==> src/fssr_pkg.sv <==
// Constants and types of the frame-synchronised shadow register bank
package fssr_pkg;
    localparam int ADDR_W = 8;
    localparam int DATA_W = 16;
    localparam int NREG = 16;
    // Register indices
    localparam logic [7:0] A_ROW_WIDTH = 8'h03;
    localparam logic [7:0] A_INTEG = 8'h09;
    localparam logic [7:0] A_CTRL = 8'h0D;
    localparam logic [7:0] A_DARK_CFG = 8'h22;
    localparam logic [7:0] A_GAIN_G1 = 8'h2B;
    localparam logic [7:0] A_GAIN_GLOB = 8'h2F;
    localparam logic [7:0] A_STATUS = 8'h40;
    // Control bits
    localparam int CTRL_INHIBIT = 15;
    localparam int CTRL_SHOW_BAD = 8;
    // Field masks (undefined bits read zero)
    localparam logic [15:0] M_ROW_WIDTH = 16'h01FF;
    localparam logic [15:0] M_INTEG = 16'h7FFF;
    localparam logic [15:0] M_CTRL = 16'h8100;
    localparam logic [15:0] M_DARK = 16'h00FF;
    localparam logic [15:0] M_GAIN = 16'h0FFF;
    // Reset values
    localparam logic [15:0] R_ROW_WIDTH = 16'h01E0;
    localparam logic [15:0] R_INTEG = 16'h01F4;
    localparam logic [15:0] R_GAIN = 16'h0020;
    localparam logic [15:0] R_GAIN_BLUE = 16'h0040;
    localparam logic [15:0] R_ZERO = 16'h0000;
    // Rows from frame start to frame-valid rise
    localparam int DARK_ROWS = 6;
    typedef struct packed {
        logic [15:0] row_width;
        logic [15:0] integ;
        logic [4:0][15:0] gain;
    } fssr_live_t;
    typedef enum logic [1:0] {
        FSSR_IDLE = 2'b00,
        FSSR_DARK = 2'b01,
        FSSR_ACTIVE = 2'b11
    } fssr_state_t;
endpackage

==> src/fssr_top.sv <==
// Frame-synchronised shadow register bank with bad-frame masking
//
// What this block does
// - Undefined register bits are read-only and always read back as zero.
// - Software reaches pending copies only; live copies steer the sensor.
// - Pending row width, integration and undeferred gains move to live copies together at frame start.
// - Frame start is first dark row, six rows before frame-valid rises.
// - Showing dark rows in the image does not move frame start.
// - Transfer-inhibit bit blocks pending-to-live copies; host sets it for batches.
// - Frame is bad when integration times differ or offsets changed mid frame; here only a row width write marks a frame bad.
// - Bad frames keep row-valid and frame-valid low, stretching blanking.
// - Show-bad-frames bit lets masked bad frames out unmasked.
// - Non-disturbing writes never make a bad frame; disturbing ones may.
// - New row width applies at next frame start; that frame is bad.
// - Integration time written during frame N first shows in frame N+2.
// - Integration waits pending, goes live at N+1 start, applies per row.
// - Back-to-back integration writes each govern one frame, latency fixed.
// - Color and global gain changes normally apply at next frame start.
// - Gain changed with integration time is delayed one more frame.
//
// Decided for this implementation: the register offsets and the plain strobed port.
`timescale 1ns/100ps
module fssr_top
    import fssr_pkg::*;
#(
    parameter int ROW_CYCLES = 16
) (
    input wire logic I_CLK_SYS,
    input wire logic I_SRST,
    input wire logic [fssr_pkg::ADDR_W-1:0] I_ADDR,
    input wire logic [fssr_pkg::DATA_W-1:0] I_WDATA,
    input wire logic I_WR,
    input wire logic I_RD,
    input wire logic I_FRAME_GO,
    input wire logic [7:0] I_ROWS,
    output logic [fssr_pkg::DATA_W-1:0] O_RDATA,
    output fssr_pkg::fssr_live_t O_LIVE,
    output logic O_INTEG_APPLY,
    output logic O_FRAME_START,
    output logic O_FRAME_VALID,
    output logic O_LINE_VALID
);
    import fssr_pkg::*;

    // ----------------------------------------------------------------
    // Input synchronisers
    // ----------------------------------------------------------------
    logic go_s1, go_s2, go_s3;
    logic [7:0] rows_s1, rows_s2;
    always_ff @(posedge I_CLK_SYS) begin
        if (I_SRST) begin
            go_s1 <= 1'b0;
            go_s2 <= 1'b0;
            go_s3 <= 1'b0;
            rows_s1 <= 8'h00;
            rows_s2 <= 8'h00;
        end else begin
            go_s1 <= I_FRAME_GO;
            go_s2 <= go_s1;
            go_s3 <= go_s2;
            rows_s1 <= I_ROWS;
            rows_s2 <= rows_s1;
        end
    end
    wire go_rise = go_s2 & ~go_s3;

    // ----------------------------------------------------------------
    // Frame timing
    // ----------------------------------------------------------------
    fssr_state_t state, next_state;
    logic [15:0] cyc, next_cyc;
    logic [15:0] row, next_row;
    logic fstart, next_fstart;
    logic row_end;
    logic [15:0] active_rows;
    fssr_live_t live, next_live;

    always_comb begin
        active_rows = live.row_width & M_ROW_WIDTH;
        row_end = (cyc == 16'(ROW_CYCLES - 1));
        next_state = state;
        next_cyc = row_end ? 16'h0000 : cyc + 16'h0001;
        next_row = row;
        next_fstart = 1'b0;
        unique case (state)
            FSSR_IDLE: begin
                next_cyc = 16'h0000;
                if (go_rise) begin
                    // First dark row read; dark-row display never moves it
                    next_state = FSSR_DARK;
                    next_row = 16'h0000;
                    next_fstart = 1'b1;
                end
            end
            FSSR_DARK: begin
                if (row_end) begin
                    next_row = row + 16'h0001;
                    if (row == 16'(DARK_ROWS - 1)) begin
                        next_state = FSSR_ACTIVE;
                        next_row = 16'h0000;
                    end
                end
            end
            FSSR_ACTIVE: begin
                if (row_end) begin
                    next_row = row + 16'h0001;
                    if (row == active_rows - 16'h0001) begin
                        next_state = FSSR_IDLE;
                    end
                end
            end
            default: next_state = FSSR_IDLE;
        endcase
    end

    always_ff @(posedge I_CLK_SYS) begin
        if (I_SRST) begin
            state <= FSSR_IDLE;
            cyc <= 16'h0000;
            row <= 16'h0000;
            fstart <= 1'b0;
        end else begin
            state <= next_state;
            cyc <= next_cyc;
            row <= next_row;
            fstart <= next_fstart;
        end
    end

    // ----------------------------------------------------------------
    // Pending and live registers
    // ----------------------------------------------------------------
    logic [15:0] p_row_width, p_integ, p_ctrl, p_dark;
    logic [4:0][15:0] p_gain;
    logic [4:0][15:0] gain_hold, next_gain_hold;
    logic gain_defer, next_gain_defer;
    logic integ_dirty, next_integ_dirty;
    logic gain_dirty, next_gain_dirty;
    logic bad_next, next_bad_next;
    logic bad_cur, next_bad_cur;
    logic [15:0] n_row_width, n_integ, n_ctrl, n_dark;
    logic [4:0][15:0] n_gain;

    function automatic logic is_gain(input logic [7:0] a);
        return (a >= A_GAIN_G1) && (a <= A_GAIN_GLOB);
    endfunction

    wire inhibit = p_ctrl[CTRL_INHIBIT];
    wire show_bad = p_ctrl[CTRL_SHOW_BAD];
    wire xfer = fstart && !inhibit;

    always_comb begin
        n_row_width = p_row_width;
        n_integ = p_integ;
        n_ctrl = p_ctrl;
        n_dark = p_dark;
        n_gain = p_gain;
        next_live = live;
        next_gain_hold = gain_hold;
        next_gain_defer = gain_defer;
        next_integ_dirty = integ_dirty;
        next_gain_dirty = gain_dirty;
        next_bad_next = bad_next;
        next_bad_cur = bad_cur;
        if (xfer) begin
            // Row width, integration and undeferred gains move at once
            next_live.row_width = p_row_width;
            next_live.integ = p_integ;
            if (gain_defer) begin
                next_live.gain = gain_hold;
            end
            next_gain_defer = 1'b0;
            if (gain_dirty && integ_dirty) begin
                // Gain follows new exposure to its first output frame
                next_gain_hold = p_gain;
                next_gain_defer = 1'b1;
            end else begin
                next_live.gain = p_gain;
            end
            next_integ_dirty = 1'b0;
            next_gain_dirty = 1'b0;
            // Frame read now was integrated under old settings
            next_bad_cur = bad_next;
            next_bad_next = 1'b0;
        end else if (fstart) begin
            next_bad_cur = 1'b0;
        end
        // Set wins over the transfer clear
        if (I_WR) begin
            unique case (I_ADDR)
                A_ROW_WIDTH: begin
                    n_row_width = I_WDATA & M_ROW_WIDTH;
                    next_bad_next = 1'b1;
                end
                A_INTEG: begin
                    n_integ = I_WDATA & M_INTEG;
                    next_integ_dirty = 1'b1;
                end
                A_CTRL: n_ctrl = I_WDATA & M_CTRL;
                A_DARK_CFG: n_dark = I_WDATA & M_DARK;
                default: begin
                    if (is_gain(I_ADDR)) begin
                        n_gain[3'(I_ADDR - A_GAIN_G1)] = I_WDATA & M_GAIN;
                        next_gain_dirty = 1'b1;
                    end
                end
            endcase
        end
    end

    always_ff @(posedge I_CLK_SYS) begin
        if (I_SRST) begin
            p_row_width <= R_ROW_WIDTH;
            p_integ <= R_INTEG;
            p_ctrl <= R_ZERO;
            p_dark <= R_ZERO;
            p_gain <= {R_GAIN, R_GAIN, R_GAIN, R_GAIN_BLUE, R_GAIN};
            live <= {R_ROW_WIDTH, R_INTEG, R_GAIN, R_GAIN, R_GAIN, R_GAIN_BLUE, R_GAIN};
            gain_hold <= {R_GAIN, R_GAIN, R_GAIN, R_GAIN_BLUE, R_GAIN};
            gain_defer <= 1'b0;
            integ_dirty <= 1'b0;
            gain_dirty <= 1'b0;
            bad_next <= 1'b0;
            bad_cur <= 1'b0;
        end else begin
            p_row_width <= n_row_width;
            p_integ <= n_integ;
            p_ctrl <= n_ctrl;
            p_dark <= n_dark;
            p_gain <= n_gain;
            live <= next_live;
            gain_hold <= next_gain_hold;
            gain_defer <= next_gain_defer;
            integ_dirty <= next_integ_dirty;
            gain_dirty <= next_gain_dirty;
            bad_next <= next_bad_next;
            bad_cur <= next_bad_cur;
        end
    end

    // ----------------------------------------------------------------
    // Read port and outputs
    // ----------------------------------------------------------------
    logic [15:0] next_rdata;
    logic next_fv, next_lv, next_apply;
    always_comb begin
        next_rdata = R_ZERO;
        if (I_RD) begin
            unique case (I_ADDR)
                A_ROW_WIDTH: next_rdata = p_row_width;
                A_INTEG: next_rdata = p_integ;
                A_CTRL: next_rdata = p_ctrl;
                A_DARK_CFG: next_rdata = p_dark;
                A_STATUS: next_rdata = {13'h0000, bad_cur, gain_defer, inhibit};
                default: begin
                    if (is_gain(I_ADDR)) begin
                        next_rdata = p_gain[3'(I_ADDR - A_GAIN_G1)];
                    end
                end
            endcase
        end
        // Masked bad frame adds one frame of blanking
        next_fv = (state == FSSR_ACTIVE) && (!bad_cur || show_bad);
        next_lv = next_fv && (cyc < 16'(ROW_CYCLES / 2));
        // New exposure starts on each row right after its readout
        next_apply = (state == FSSR_ACTIVE) && row_end;
    end

    always_ff @(posedge I_CLK_SYS) begin
        if (I_SRST) begin
            O_RDATA <= R_ZERO;
            O_LIVE <= {R_ROW_WIDTH, R_INTEG, R_GAIN, R_GAIN, R_GAIN, R_GAIN_BLUE, R_GAIN};
            O_INTEG_APPLY <= 1'b0;
            O_FRAME_START <= 1'b0;
            O_FRAME_VALID <= 1'b0;
            O_LINE_VALID <= 1'b0;
        end else begin
            O_RDATA <= next_rdata;
            O_LIVE <= next_live;
            O_INTEG_APPLY <= next_apply;
            O_FRAME_START <= fstart;
            O_FRAME_VALID <= next_fv;
            O_LINE_VALID <= next_lv;
        end
    end

    // ----------------------------------------------------------------
    // Checks
    // ----------------------------------------------------------------
    inhibit_hold_a: assert property (@(posedge I_CLK_SYS) disable iff (I_SRST)
        (fstart && inhibit) |=> (live == $past(live)))
        else $error("live copy changed while inhibited");
    xfer_copy_a: assert property (@(posedge I_CLK_SYS) disable iff (I_SRST)
        xfer |=> (live.integ == $past(p_integ) && live.row_width == $past(p_row_width)))
        else $error("pending not copied at frame start");
    quiet_live_a: assert property (@(posedge I_CLK_SYS) disable iff (I_SRST)
        !fstart |=> (live == $past(live)))
        else $error("live copy changed outside frame start");
    fv_delay_a: assert property (@(posedge I_CLK_SYS) disable iff (I_SRST)
        (state == FSSR_DARK) |=> !O_FRAME_VALID)
        else $error("frame valid during dark rows");
    mask_bad_a: assert property (@(posedge I_CLK_SYS) disable iff (I_SRST)
        (bad_cur && !show_bad && $stable(bad_cur) && $stable(show_bad)) |=> !O_FRAME_VALID)
        else $error("bad frame not masked");
    width_bad_a: assert property (@(posedge I_CLK_SYS) disable iff (I_SRST)
        (I_WR && I_ADDR == A_ROW_WIDTH) |=> bad_next)
        else $error("row width write not flagged");
    gain_defer_a: assert property (@(posedge I_CLK_SYS) disable iff (I_SRST)
        (xfer && integ_dirty && gain_dirty) |=> (gain_defer &&
            live.gain == ($past(gain_defer) ? $past(gain_hold) : $past(live.gain))))
        else $error("gain not deferred with exposure");
    gain_now_a: assert property (@(posedge I_CLK_SYS) disable iff (I_SRST)
        (xfer && gain_dirty && !integ_dirty && !gain_defer) |=> (live.gain == $past(p_gain)))
        else $error("gain not applied at frame start");
    rsv_zero_a: assert property (@(posedge I_CLK_SYS) disable iff (I_SRST)
        (I_RD && I_ADDR == A_CTRL) |=> ((O_RDATA & ~M_CTRL) == R_ZERO))
        else $error("undefined bits read nonzero");
endmodule // fssr_top

==> config.mk <==
export PLATFORM = sky130hd
export DESIGN_NAME = fssr_top
export DESIGN_NICKNAME = d
export VERILOG_FILES = /design/src/fssr_pkg.sv /design/src/fssr_top.sv
export SDC_FILE = /design/constraint.sdc
export NUM_CORES = 1
export LEC_CHECK = 0
export ABC_CLOCK_PERIOD_IN_PS = 3550
export BUFFER_PORTS_ARGS = -buffer_cell sky130_fd_sc_hd__buf_2
export CAP_MARGIN = 20
export CORE_MARGIN = 2
export CORE_UTILIZATION = 44
export CTS_CLUSTER_SIZE = 10
export DETAILED_ROUTE_END_ITERATION = 10
export HOLD_SLACK_MARGIN = 0.05
export SYNTH_ARGS = -nofsm -noshare
export SYNTH_HDL_FRONTEND = slang
export SYNTH_SLANG_ARGS = --single-unit
==> constraint.sdc <==
create_clock -name I_CLK_SYS -period 3.55 [get_ports I_CLK_SYS]
set_input_delay 0.355 -clock I_CLK_SYS [delete_from_list [all_inputs] [get_ports I_CLK_SYS]]
set_output_delay 0.355 -clock I_CLK_SYS [all_outputs]
set_load 0.05 [all_outputs]
==> flow_metrics.tcl <==
set metrics [dict create \
    synth-main-ff-cell "dfxtp_1" \
    worst_slack_ns 0.9854 \
    cp-start-kind "register" \
    critPathKind "reg -> reg" \
    wl_per_cell_um 17.55 \
    skew_ns 0.01422 \
    dpl_cell_area_um2 13500 \
    cp.depth 6 \
    async_flop_share 0 \
    numPortBuffers 132 \
    drive_gt1_frac 0.1255 \
    grt_max_degree 111 \
    regArea_um2 6028 \
    period_share 0.7224 \
    drtAntennaViolNets 0 \
    pwr_density_cell_nw_per_um2 516.7 \
    nets 1738 \
    finalSetupTns_ns 0 \
    drc 0 \
    initial_core_util 0.4467 \
    cts_tree "yes" \
    min_path_cells 3 \
    setup_violations 0 \
    die_y_um 174.5 \
    cts_resized 0 \
    yosys-top-cells-area "dfxtp_1 47%, nand2_1 13%, a21oi_1 7.2%, nand3_1 5.2%, a311oi_1 3.8%" \
    drv_slew 0 \
    final_hold_viol_count 0 \
    drt-pass1-iter-count 7 \
    final_area_um2 14520 \
    grt_pass1_wl_um 58520 \
    status "completed" \
    path_clk_slew_ns 0.05 \
    synth_edf_count 0 \
    syn_area_um2 12790 \
    ys_ff_latch 301 \
    overflow 0 \
    reg2reg_depth 6 \
    slew_headroom 0.3811 \
    synth.avg_cell_area_um2 7.854 \
    via_count 11370 \
    grt_pass1_vias 10500 \
    die-area_um2 30440 \
    rows 62 \
    drt_wl_total_um 36530 \
    drt_iter0_drc 1076 \
    max_stage_delay_ns 0.61 \
    core-area_um2 28630 \
    numCtsBuffers 36 \
    critPathBufInv 0 \
    synthToLayoutAreaGrowth_pct 13.54 \
    crit_family "simple AND/OR/NAND/NOR gates" \
    p_leak_nw 5.251 \
    drv_cap 0 \
    slowest_stage "or4b_4" \
    cts_hold_buf 1 \
    critPathMaxFanout 9 \
    track_usage 0.2377 \
    place_worst_setup_slack_ns 0.9777 \
    crit_required_ns 3.93 \
    ios 169 \
    clk_latency_ns 0.52 \
    multi_input_area_um2 6083 \
    clock-root-buffer "clkbuf_16" \
    critical_path.cell_chain "or4_4 > or4b_4 > a2111oi_4 > and4_1 > xnor2_1 > nor2_1" \
    ys_warn_count 0 \
    hold_path.class "in -> reg" \
    ir_drop_mv 0.3947 \
    syn_inst 1628 \
    fill_cells 2804 \
    ys_types 57 \
    avgViaCountPerCell 5.466 \
    place_congestion 0.8690 \
    max_freq_mhz 389.9 \
    antenna_found_initial 0 \
    cp_data_arrival_time_ns 2.94 \
    finalCriticalPeriod_ns 2.565 \
    synth_top_area_share 0.4713 \
    die_w_um 174.5 \
    synth_top_cell_by_area "dfxtp_1" \
    n_antenna_cell 0 \
    dp_hpwl_um 24020 \
    cts.sinks 301 \
    seq_area_frac_synth 0.4713 \
    cts_setup_buffers 0 \
    grt_setup_unrepaired "no" \
    htreeDepth 2 \
    endpoint_kind "register" \
    clockBufferDepth 3 \
    fin_hold_ws_ns 0.08362 \
    tightest_slew_ns 0.9262 \
]
## area by class of cell
class                   count  share of cell area
multi-input cells        1177              0.4190
flip-flops and latches    301              0.4152
clock buffers              42             0.06576
repair buffers            159             0.06145
well taps                 384             0.03309
inverters                  15            0.003878
clock inverters             3            0.001551
## synthesized netlist by cell type (7+ instances only)
| cell type | number |
|---|---|
| nand4_1 | 7 |
| a21oi_1 | 185 |
| nor2b_1 | 22 |
| mux2i_1 | 15 |
| xor2_1 | 19 |
| a311oi_1 | 56 |
| ha_1 | 11 |
| and3_1 | 11 |
| nand3_1 | 132 |
| nand2_1 | 430 |
| o21ai_0 | 16 |
| dfxtp_1 | 301 |
| clkbuf_1 | 123 |
| buf_4 | 34 |
| a222oi_1 | 8 |
| nor4_1 | 11 |
| inv_1 | 15 |
| and2_1 | 7 |
| xnor2_1 | 21 |
| nor2_1 | 124 |
## state kept, by name (all words and copies together) (netlist names), 2 cells and up
| name | count |
|---|---|
| p_integ | 15 |
| row | 16 |
| gain_hold | 60 |
| p_dark | 8 |
| state | 2 |
| cyc | 16 |
| p_ctrl | 2 |
| O_LIVE | 84 |
| p_gain | 60 |
| p_row_width | 9 |
| O_RDATA | 16 |
## cells in the final DEF (no fill, tap or decap), types with 21 or more instances in the layout
| cell type | count |
|---|---|
| buf_2 | 131 |
| nand3_1 | 131 |
| nand2_1 | 429 |
| dfxtp_1 | 299 |
| conb_1 | 28 |
| clkbuf_16 | 37 |
| nor2b_1 | 21 |
| nor2_1 | 122 |
| xnor2_1 | 21 |
| buf_4 | 25 |
| a21oi_1 | 185 |
| a311oi_1 | 56 |
## stage by stage
stage          total power, mW  std cells    util
2_1_floorplan            4.187       1655       -
3_5_place_dp             4.352       2034  0.4717
6_report                 7.501       2081  0.5072
5_1_grt                  7.775       2081  0.5072
4_1_cts                  7.558       2080  0.5062
3_3_place_gp             4.344       2034  0.4717
## logic make-up after synthesis
| group | Yosys count | share of synthesized area |
|---|---|---|
| AND/OR/NAND/NOR | 774 | 0.2610 |
| AO/OA/AOI/OAI | 307 | 0.1521 |
| buffers and inverters | 177 | 0.06282 |
| other | 1 | 0.0002933 |
| multiplexers | 17 | 0.01438 |
| XOR/XNOR | 40 | 0.02740 |
| adder cells (fa/ha/maj) | 11 | 0.01076 |
| flip-flops | 301 | 0.4713 |
## final timing paths
path | slack [ns] | endpoint | start
hold / removal | 0.08 | p_integ[14] | I_WDATA[14]
hold reg to reg | 0.45 | cyc[0] | cyc[0]
setup / recovery | 0.99 | row[9] | cyc[11]
setup reg to reg | 0.99 | row[9] | cyc[11]
## per-layer routing
layer / global-route usage / part of all wire / wire length (um) / vias up
met5: 0 / 0 / 0 / -
met4: 0.07108 / 0.024 / 869 / 0
met3: 0.03587 / 0.045 / 1647 / 55
met2: 0.3839 / 0.47 / 17010 / 299
met1: 0.3288 / 0.47 / 17000 / 5433
li1: - / - / - / 5587
## worst register-to-register path, cell delays in order, from the launching register on
cell and delay [ns]:
dfxtp_1 0.34, or4_4 0.55, or4b_4 0.61, a2111oi_4 0.49, and4_1 0.28, xnor2_1 0.13
nor2_1 0.05
## power by group
group / internal (mW) / switching [mW]
registers: 3.45 / 0.0593
logic: 0.192 / 0.582
clock network: 1.88 / 1.34
total: 5.52 / 1.98
No activity file was read; power rests on OpenSTA's default activity.
